### src/hdl/uei_pkg.sv
// shared constants, register map and event carriers for the usb event block
package uei_pkg;

    // ------------------------------------------------------------
    // register map (byte offsets on the apb bus)
    // ------------------------------------------------------------
    localparam int ADDR_W = 8;
    localparam logic [7:0] OFF_IRQ_ENABLE_FIRST = 8'h00;
    localparam logic [7:0] OFF_IRQ_FLAGS_SECOND = 8'h04;
    localparam logic [7:0] OFF_IRQ_ENABLE_SECOND = 8'h08;
    localparam logic [7:0] OFF_EP_DIR = 8'h0C;
    localparam logic [7:0] OFF_EP_STATUS_BASE = 8'h10;
    localparam logic [7:0] OFF_EP_RX_COUNT_BASE = 8'h30;

    // ------------------------------------------------------------
    // field positions
    // ------------------------------------------------------------
    localparam int EP_RX_READY_BIT = 0;
    localparam int EP_TX_READY_BIT = 1;
    localparam int EN1_TX_SHIFT = 8;
    localparam int SOF_BIT = 0;
    localparam int BUS_RST_ON_BIT = 1;
    localparam int BUS_RST_OFF_BIT = 2;

    // ------------------------------------------------------------
    // widths and reset values
    // ------------------------------------------------------------
    localparam int MAX_EP = 8;
    localparam int EP_IDX_W = 3;
    localparam int RX_CNT_W = 7;
    localparam int FLAGS2_W = 3;
    localparam logic [15:0] EN1_RESET = 16'h0000;
    localparam logic [2:0] FLAGS2_RESET = 3'h0;
    localparam logic [31:0] RDATA_RESET = 32'h0000_0000;

    // ------------------------------------------------------------
    // timing: single-ended-zero length that marks a bus reset
    // ------------------------------------------------------------
    localparam int CLK_PERIOD_NS = 10;
    localparam int SE0_RESET_NS = 2500;
    localparam int SE0_RESET_CYC = (SE0_RESET_NS + CLK_PERIOD_NS - 1) / CLK_PERIOD_NS;
    localparam int SE0_CNT_W = 9;

    // ------------------------------------------------------------
    // carriers from the serial engine and the line
    // ------------------------------------------------------------
    typedef struct packed {
        logic valid;
        logic err;
        logic [EP_IDX_W-1:0] ep;
        logic [RX_CNT_W-1:0] count;
    } uei_rx_evt_t;

    typedef struct packed {
        logic valid;
        logic [EP_IDX_W-1:0] ep;
    } uei_tx_evt_t;

    typedef struct packed {
        logic dp;
        logic dm;
    } uei_line_t;

endpackage

### src/hdl/uei_top.sv
// endpoint, frame and bus reset event and interrupt logic with apb registers
// Contract
// - set endpoint receive-ready bit 0 when packet ended and stored without error.
// - end-of-packet completes reception for full and short packets alike.
// - receive-ready raises interrupt only when its enable bit is set.
// - writing one clears a ready flag; writing zero leaves it.
// - transmitter endpoint clears transmit-ready bit 1 when its buffer is free.
// - transmit-ready clear interrupts only when its first-enable bit is set.
// - later transmit interrupts wait for the host acknowledge of the last packet.
// - writing one to bit 1 arms the endpoint and drops its interrupt.
// - a short packet may be armed and is sent as loaded.
// - every received frame-start packet sets its second-status event.
// - frame-start and bus reset events clear on a written one.
// - line zero held 2.5 us or longer raises the reset-assert event.
// - return to J after such a long zero raises reset-deassert.
//
// Decided for this implementation: the placing of the registers and the APB interface to the registers.
module uei_top import uei_pkg::*; #(
    parameter int NUM_EP = 5
) (
    input wire logic pclk,
    input wire logic presetn,
    input wire logic psel,
    input wire logic penable,
    input wire logic pwrite,
    input wire logic [ADDR_W-1:0] paddr,
    input wire logic [31:0] pwdata,
    output logic [31:0] prdata,
    output logic pready,
    output logic pslverr,
    input wire uei_rx_evt_t rx_evt,
    input wire uei_tx_evt_t tx_ack_evt,
    input wire logic sof_seen,
    input wire uei_line_t line,
    output logic [NUM_EP-1:0] tx_armed,
    output logic irq_out_n
);

    // ------------------------------------------------------------
    // state
    // ------------------------------------------------------------
    logic [NUM_EP-1:0] rx_rdy_q, rx_rdy_d;
    logic [NUM_EP-1:0] tx_rdy_q, tx_rdy_d;
    logic [NUM_EP-1:0] tx_pend_q, tx_pend_d;
    logic [NUM_EP-1:0] tx_dir_q, tx_dir_d;
    logic [RX_CNT_W-1:0] rx_cnt_q [NUM_EP];
    logic [RX_CNT_W-1:0] rx_cnt_d [NUM_EP];
    logic [15:0] en1_q, en1_d;
    logic [FLAGS2_W-1:0] flags2_q, flags2_d;
    logic [FLAGS2_W-1:0] en2_q, en2_d;
    logic [SE0_CNT_W-1:0] se0_cnt_q, se0_cnt_d;
    logic in_rst_q, in_rst_d;
    logic [31:0] rdata_q, rdata_d;

    // ------------------------------------------------------------
    // decode
    // ------------------------------------------------------------
    // per-endpoint slot: {hit, index}
    function automatic logic [EP_IDX_W:0] slot_of(input logic [7:0] a, input logic [7:0] base);
        logic [7:0] diff;
        diff = a - base;
        slot_of = {(a >= base) && (diff[7:2] < 6'(NUM_EP)) && (diff[1:0] == 2'b00),
                   diff[EP_IDX_W+1:2]};
    endfunction

    // endpoint number inside the configured range, safe for eight endpoints
    function automatic logic ep_ok(input logic [EP_IDX_W-1:0] ep);
        ep_ok = int'(ep) < NUM_EP;
    endfunction

    logic setup, wr;
    logic [EP_IDX_W:0] st_slot, cnt_slot;
    logic mapped;
    logic se0, line_j;
    logic rx_ok, tx_ack_ok;

    // bus phases and address hits
    assign setup = psel && !penable;
    assign wr = psel && penable && pwrite;
    assign st_slot = slot_of(paddr, OFF_EP_STATUS_BASE);
    assign cnt_slot = slot_of(paddr, OFF_EP_RX_COUNT_BASE);
    assign mapped = (paddr == OFF_IRQ_ENABLE_FIRST) || (paddr == OFF_IRQ_FLAGS_SECOND)
                    || (paddr == OFF_IRQ_ENABLE_SECOND) || (paddr == OFF_EP_DIR)
                    || st_slot[EP_IDX_W] || cnt_slot[EP_IDX_W];
    assign pready = 1'b1; // zero-wait slave
    assign pslverr = psel && penable && !mapped;

    // line states seen on the differential pins
    assign se0 = !line.dp && !line.dm;
    assign line_j = line.dp && !line.dm;
    assign rx_ok = rx_evt.valid && !rx_evt.err && ep_ok(rx_evt.ep);
    assign tx_ack_ok = tx_ack_evt.valid && ep_ok(tx_ack_evt.ep);

    // ------------------------------------------------------------
    // next state
    // ------------------------------------------------------------
    // software writes first, hardware events after so a hardware event wins
    always_comb begin
        rx_rdy_d = rx_rdy_q;
        tx_rdy_d = tx_rdy_q;
        tx_pend_d = tx_pend_q;
        tx_dir_d = tx_dir_q;
        rx_cnt_d = rx_cnt_q;
        en1_d = en1_q;
        flags2_d = flags2_q;
        en2_d = en2_q;
        se0_cnt_d = se0_cnt_q;
        in_rst_d = in_rst_q;
        rdata_d = rdata_q;
        if (wr && mapped) begin
            if (paddr == OFF_IRQ_ENABLE_FIRST) begin
                en1_d = pwdata[15:0];
            end else if (paddr == OFF_IRQ_FLAGS_SECOND) begin
                flags2_d = flags2_q & ~pwdata[FLAGS2_W-1:0];
            end else if (paddr == OFF_IRQ_ENABLE_SECOND) begin
                en2_d = pwdata[FLAGS2_W-1:0];
            end else if (paddr == OFF_EP_DIR) begin
                tx_dir_d = pwdata[NUM_EP-1:0];
            end else if (st_slot[EP_IDX_W]) begin
                if (pwdata[EP_RX_READY_BIT]) begin
                    rx_rdy_d[st_slot[EP_IDX_W-1:0]] = 1'b0;
                end
                if (pwdata[EP_TX_READY_BIT]) begin
                    tx_rdy_d[st_slot[EP_IDX_W-1:0]] = 1'b1;
                    tx_pend_d[st_slot[EP_IDX_W-1:0]] = 1'b0;
                end
            end
        end
        // a packet stored cleanly at its end-of-packet, any length
        if (rx_ok) begin
            rx_rdy_d[rx_evt.ep] = 1'b1;
            rx_cnt_d[rx_evt.ep] = rx_evt.count;
        end
        // first packet: becoming a transmitter leaves the buffer free
        for (int i = 0; i < NUM_EP; i++) begin
            if (tx_dir_d[i] && !tx_dir_q[i]) begin
                tx_rdy_d[i] = 1'b0;
                tx_pend_d[i] = 1'b1;
            end
        end
        // later packets: free only once the host acknowledged
        if (tx_ack_ok && tx_dir_q[tx_ack_evt.ep]) begin
            tx_rdy_d[tx_ack_evt.ep] = 1'b0;
            tx_pend_d[tx_ack_evt.ep] = 1'b1;
        end
        if (sof_seen) begin
            flags2_d[SOF_BIT] = 1'b1;
        end
        // single-ended-zero run length, saturating
        if (se0) begin
            if (se0_cnt_q != SE0_CNT_W'(SE0_RESET_CYC)) begin
                se0_cnt_d = se0_cnt_q + SE0_CNT_W'(1);
            end
            if (se0_cnt_q == SE0_CNT_W'(SE0_RESET_CYC - 1)) begin
                flags2_d[BUS_RST_ON_BIT] = 1'b1;
                in_rst_d = 1'b1;
            end
        end else begin
            se0_cnt_d = '0;
        end
        if (in_rst_q && line_j) begin
            flags2_d[BUS_RST_OFF_BIT] = 1'b1;
            in_rst_d = 1'b0;
        end
        // read data captured in the setup cycle
        if (setup && !pwrite) begin
            rdata_d = RDATA_RESET;
            if (paddr == OFF_IRQ_ENABLE_FIRST) begin
                rdata_d[15:0] = en1_q;
            end else if (paddr == OFF_IRQ_FLAGS_SECOND) begin
                rdata_d[FLAGS2_W-1:0] = flags2_q;
            end else if (paddr == OFF_IRQ_ENABLE_SECOND) begin
                rdata_d[FLAGS2_W-1:0] = en2_q;
            end else if (paddr == OFF_EP_DIR) begin
                rdata_d[NUM_EP-1:0] = tx_dir_q;
            end else if (st_slot[EP_IDX_W]) begin
                rdata_d[EP_RX_READY_BIT] = rx_rdy_q[st_slot[EP_IDX_W-1:0]];
                rdata_d[EP_TX_READY_BIT] = tx_rdy_q[st_slot[EP_IDX_W-1:0]];
            end else if (cnt_slot[EP_IDX_W]) begin
                rdata_d[RX_CNT_W-1:0] = rx_cnt_q[cnt_slot[EP_IDX_W-1:0]];
            end
        end
    end

    // ------------------------------------------------------------
    // registers
    // ------------------------------------------------------------
    // state update
    always_ff @(posedge pclk or negedge presetn) begin
        if (!presetn) begin
            rx_rdy_q <= '0;
            tx_rdy_q <= '0;
            tx_pend_q <= '0;
            tx_dir_q <= '0;
            for (int i = 0; i < NUM_EP; i++) begin
                rx_cnt_q[i] <= '0;
            end
            en1_q <= EN1_RESET;
            flags2_q <= FLAGS2_RESET;
            en2_q <= FLAGS2_RESET;
            se0_cnt_q <= '0;
            in_rst_q <= 1'b0;
            rdata_q <= RDATA_RESET;
        end else begin
            rx_rdy_q <= rx_rdy_d;
            tx_rdy_q <= tx_rdy_d;
            tx_pend_q <= tx_pend_d;
            tx_dir_q <= tx_dir_d;
            rx_cnt_q <= rx_cnt_d;
            en1_q <= en1_d;
            flags2_q <= flags2_d;
            en2_q <= en2_d;
            se0_cnt_q <= se0_cnt_d;
            in_rst_q <= in_rst_d;
            rdata_q <= rdata_d;
        end
    end

    // ------------------------------------------------------------
    // outputs
    // ------------------------------------------------------------
    logic irq_pending;

    // any enabled pending event pulls the interrupt low
    assign irq_pending = |(rx_rdy_q & en1_q[NUM_EP-1:0])
                         | |(tx_pend_q & tx_dir_q & en1_q[EN1_TX_SHIFT +: NUM_EP])
                         | |(flags2_q & en2_q);
    assign irq_out_n = !irq_pending;
    assign tx_armed = tx_rdy_q;
    assign prdata = rdata_q;

    logic wr_st;
    logic [EP_IDX_W-1:0] wr_idx;
    assign wr_st = wr && st_slot[EP_IDX_W];
    assign wr_idx = st_slot[EP_IDX_W-1:0];
endmodule

### config.mk
export PLATFORM = sky130hd
export DESIGN_NAME = uei_top
export DESIGN_NICKNAME = d
export VERILOG_FILES = /design/src/hdl/uei_pkg.sv /design/src/hdl/uei_top.sv
export SDC_FILE = /design/constraint.sdc
export NUM_CORES = 1
export LEC_CHECK = 0
export BUFFER_PORTS_ARGS = -buffer_cell sky130_fd_sc_hd__clkbuf_2
export CORE_UTILIZATION = 59
export DETAILED_ROUTE_END_ITERATION = 8
export GPL_ROUTABILITY_DRIVEN = 0
export GPL_TIMING_DRIVEN = 1
export PLACE_DENSITY = 0.95
export SLEW_MARGIN = 0
export SYNTH_ARGS = -nofsm -noshare
export SYNTH_HDL_FRONTEND = slang
export SYNTH_SLANG_ARGS = --single-unit
### constraint.sdc
create_clock -name pclk -period 3.75 [get_ports pclk]
set_input_delay 0.1875 -clock pclk [delete_from_list [all_inputs] [get_ports pclk]]
set_output_delay 0.1875 -clock pclk [all_outputs]
set_load 0.01 [all_outputs]
==> impl_metrics.ini <==
[timing]
period_needed_ns = 2.50
relSlewSlack_pct = 27.2
rsz0062_at_grt = no
finalSetupViolations = 0
maxSlewViolCount = 0
fin_worst_skew_ns = 0.00957
tightest_slew_ns = 1.08
setup_slack_ns = 1.25
hold_ws_ns = -0.0340
fin_crit_sh_pct = 66.8
fin_tns_setup_ns = 0
fmax_ghz = 0.399
hold_viol = 31

[worst_setup_path]
cp.arrival_ns = 2.32
worstRegToRegCells = 6
required_ns = 3.56
endpoint_kind = primary output
critPathBufInv = 3
crit_chain = clkbuf_2 -> inv_1 -> ha_1 -> or2_2 -> o21a_1 -> o21ai_0 -> nor4_1 -> clkbuf_2
crit_fanout = 22
rr_startpoint = se0_cnt_q[0]
crit_start = paddr[4]
cp_common_cell = clkbuf_2
crit_slowest_cell = o21ai_0
rr_endpoint = se0_cnt_q[2]
max_stage_delay_ns = 0.54
cp-start-kind = primary input
cp_top_family = compound AO/OA/AOI/OAI gates
reg2reg_slack_ns = 2.02
critPathKind = primary input to primary output

[flow_run]
cap_viol_max_count = 0

[finish]
drive_gt1_share_pct = 31.6
nets = 610
antenna_cells = 0
areaGrowthSynthToFinish_pct = 10.6
multi_input_area_sq_um = 2510
num-fill-cells = 609
fin_util_pct = 67.4
final_cells = 652
seq_area_sq_um = 2580

[die]
dieArea_sq_um = 9390
fp.dieW_microns = 96.9
rows = 34
io_pins = 104
coreArea_sq_um = 8720
start_util_pct = 60.9
die_h_microns = 96.9

[power]
p_switching_uw = 655
ir_drop_v = 0.000279
seq_power_share_pct = 53.1
swShare_pct = 26.8
power_frac_comb_pct = 14.7
p_leak_uw = 0.00273
p_int_uw = 1790
p_clk_share_pct = 32.2
p_per_area_nw_per_um2 = 415

[route]
vias_per_cell = 6.33
drtAntennaViolNets = 0
wl_per_cell_microns = 18.9
vias = 4124
first_pass_iters = 5
drc_errors = 0
first_iter_violations = 285
drt_wl_total_microns = 12300

[clocking]
cts_tree = yes
cts_max_path_buffers = 2
path_clk_slew_ns = 0.10
worstSkewPairLatency_ns = 0.37
root_buffer = clkbuf_8
cts_buffers = 9
numClockSinks = 103
h-tree-depth = 3
hold_buffers = 1
post_cts_resized = 0
postCtsSetupRepairBufs = 0

[synthesis]
synth_cell_types = 63
avgSynthCellArea_sq_um = 11.1
async_reset_ff_share_pct = 100
ys_seq_area_share_pct = 48.5
synth_edf_count = 0
synth_seq_cells = 103
ys.flop_type = dfrtp_1
syn_inst = 477
synth_area_sq_um = 5310
ys_warn_count = 0

[global_routing]
antenna_found_initial = 0
grt_max_degree = 82
grt_pass1_wl_microns = 20500
grt_usage_pct = 27.3
grt_pass1_vias = 4115
globalRouteOverflowTotal = 0

[placement]
hpwl_microns = 8800
dpl.cell_count = 635
portBuffers = 70
pre_cts_ws_ns = 1.05

[outcome]
violations = negative hold slack
status = finished with violations

[min_path]
hold_class = primary input to async pin
## how the worst max path moves through the flow
stage	slack [ns]	end	cells past startpoint
after detailed placement	1.05	tx_armed[0]	8
after global routing	1.16	pslverr	8
after floorplan	1.35	tx_pend_q[3]	10
after global placement	1.17	tx_armed[0]	8
final	1.25	pslverr	8
after CTS	1.33	pslverr	8
## synthesized netlist by cell type, types with 2 or more instances
library cell / number / area (sq um)
and4_1: 2 / 17.5
nand2_1: 35 / 131
a211oi_1: 2 / 15.0
a31oi_1: 4 / 25.0
buf_4: 18 / 135
or2_2: 3 / 18.8
xnor2_1: 4 / 35.0
nor2_1: 27 / 101
mux2i_1: 6 / 60.1
o21ai_2: 2 / 17.5
nor2b_1: 3 / 18.8
nand3_1: 18 / 90.1
xor2_1: 3 / 26.3
a32oi_1: 2 / 17.5
buf_2: 6 / 30.0
conb_1: 2 / 7.51
nand4_1: 9 / 56.3
buf_6: 2 / 22.5
o21ai_0: 29 / 145
mux2_2: 51 / 574
a22o_1: 12 / 105
nor4_1: 2 / 12.5
mux2_4: 10 / 150
o22ai_1: 6 / 37.5
a21o_1: 6 / 45.0
a21bo_2: 3 / 30.0
inv_1: 15 / 56.3
o21a_1: 2 / 15.0
nor3b_1: 5 / 37.5
ha_1: 7 / 87.6
nand2b_1: 5 / 31.3
a21oi_1: 22 / 110
clkbuf_1: 10 / 37.5
nand3b_1: 4 / 30.0
dfrtp_1: 103 / 2580
or3_1: 4 / 25.0
mux4_2: 5 / 113
and3_1: 2 / 12.5
a221oi_1: 2 / 17.5
## cells by family after synthesis
group                      after synthesis  share of synthesized area (%)
muxes                                   72                           16.9
other                                    2                          0.141
AOI/OAI and AO/OA                      103                           12.9
xor gates and xnor gates                 7                           1.15
buffers and inverters                   51                           5.30
and+or+nand+nor                        132                           13.5
adders and majority gates                7                           1.65
DFF                                    103                           48.5
## power groups by stage
stage | logic, uW | clock network, uW | registers (uW)
2_1_floorplan | 249 | 0 | 1290
3_3_place_gp | 335 | 0 | 1300
3_5_place_dp | 354 | 0 | 1320
4_1_cts | 358 | 804 | 1290
5_1_grt | 393 | 841 | 1310
6_report | 359 | 787 | 1300
## through the flow
step / total power, uW / area [sq um]
6_report: 2440 / 5880
5_1_grt: 2540 / 5880
4_1_cts: 2460 / 5880
3_5_place_dp: 1670 / 5640
3_3_place_gp: 1640 / 5640
2_1_floorplan: 1540 / 5370
## per-layer routing
metal	vias to the layer above	wire, microns	track usage [%]
met4	0	354	12.5
met1	2043	5000	34.6
li1	1818	-	-
met2	229	6040	45.2
met5	-	0	0
met3	34	931	5.49
## worst register-to-register path: stages (launching register included)
cell and delay, ns:
dfrtp_1 0.47, inv_1 0.10, ha_1 0.13, or4b_2 0.65
nand2_1 0.10, mux2_2 0.14, nor2_1 0.03
## layout make-up
type	count	area share [%]
multi-input combinational	338	42.7
clock inverter	7	1.77
timing repair buffer	72	6.30
tap	108	2.30
inverter	15	0.958
sequential	103	43.8
clock buffer	9	2.11
## registers in the layout, summed over array words and instances, names as in the netlist
signal	cells
en1_q	16
en2_q	3
in_rst_q	1
tx_pend_q	5
prdata	16
flags2_q	3
tx_dir_q	5
rx_cnt_q	35
tx_armed	5
rx_rdy_q	5
se0_cnt_q	9
## cells in the final DEF, fill, tap and decap left out, types with 3 or more instances in the layout
cell type	Yosys	routed
a21oi_1	22	22
nor2_1	27	27
o21ai_0	29	29
nand2b_1	5	5
clkbuf_2	0	69
a21bo_2	3	3
nand2_1	35	35
or2_2	3	3
or3_1	4	4
nor2b_1	3	3
mux4_2	5	5
dfrtp_1	103	103
mux2i_1	6	6
a31oi_1	4	4
o22ai_1	6	6
ha_1	7	7
inv_1	15	15
nand3_1	18	18
a21o_1	6	6
a22o_1	12	12
nor3b_1	5	5
mux2_2	51	51
nand4_1	9	9
clkbuf_8	0	9
nand3b_1	4	4
mux2_4	10	10
xnor2_1	4	4
conb_1	2	17
xor2_1	3	3
(Power assumes the default switching activity.)
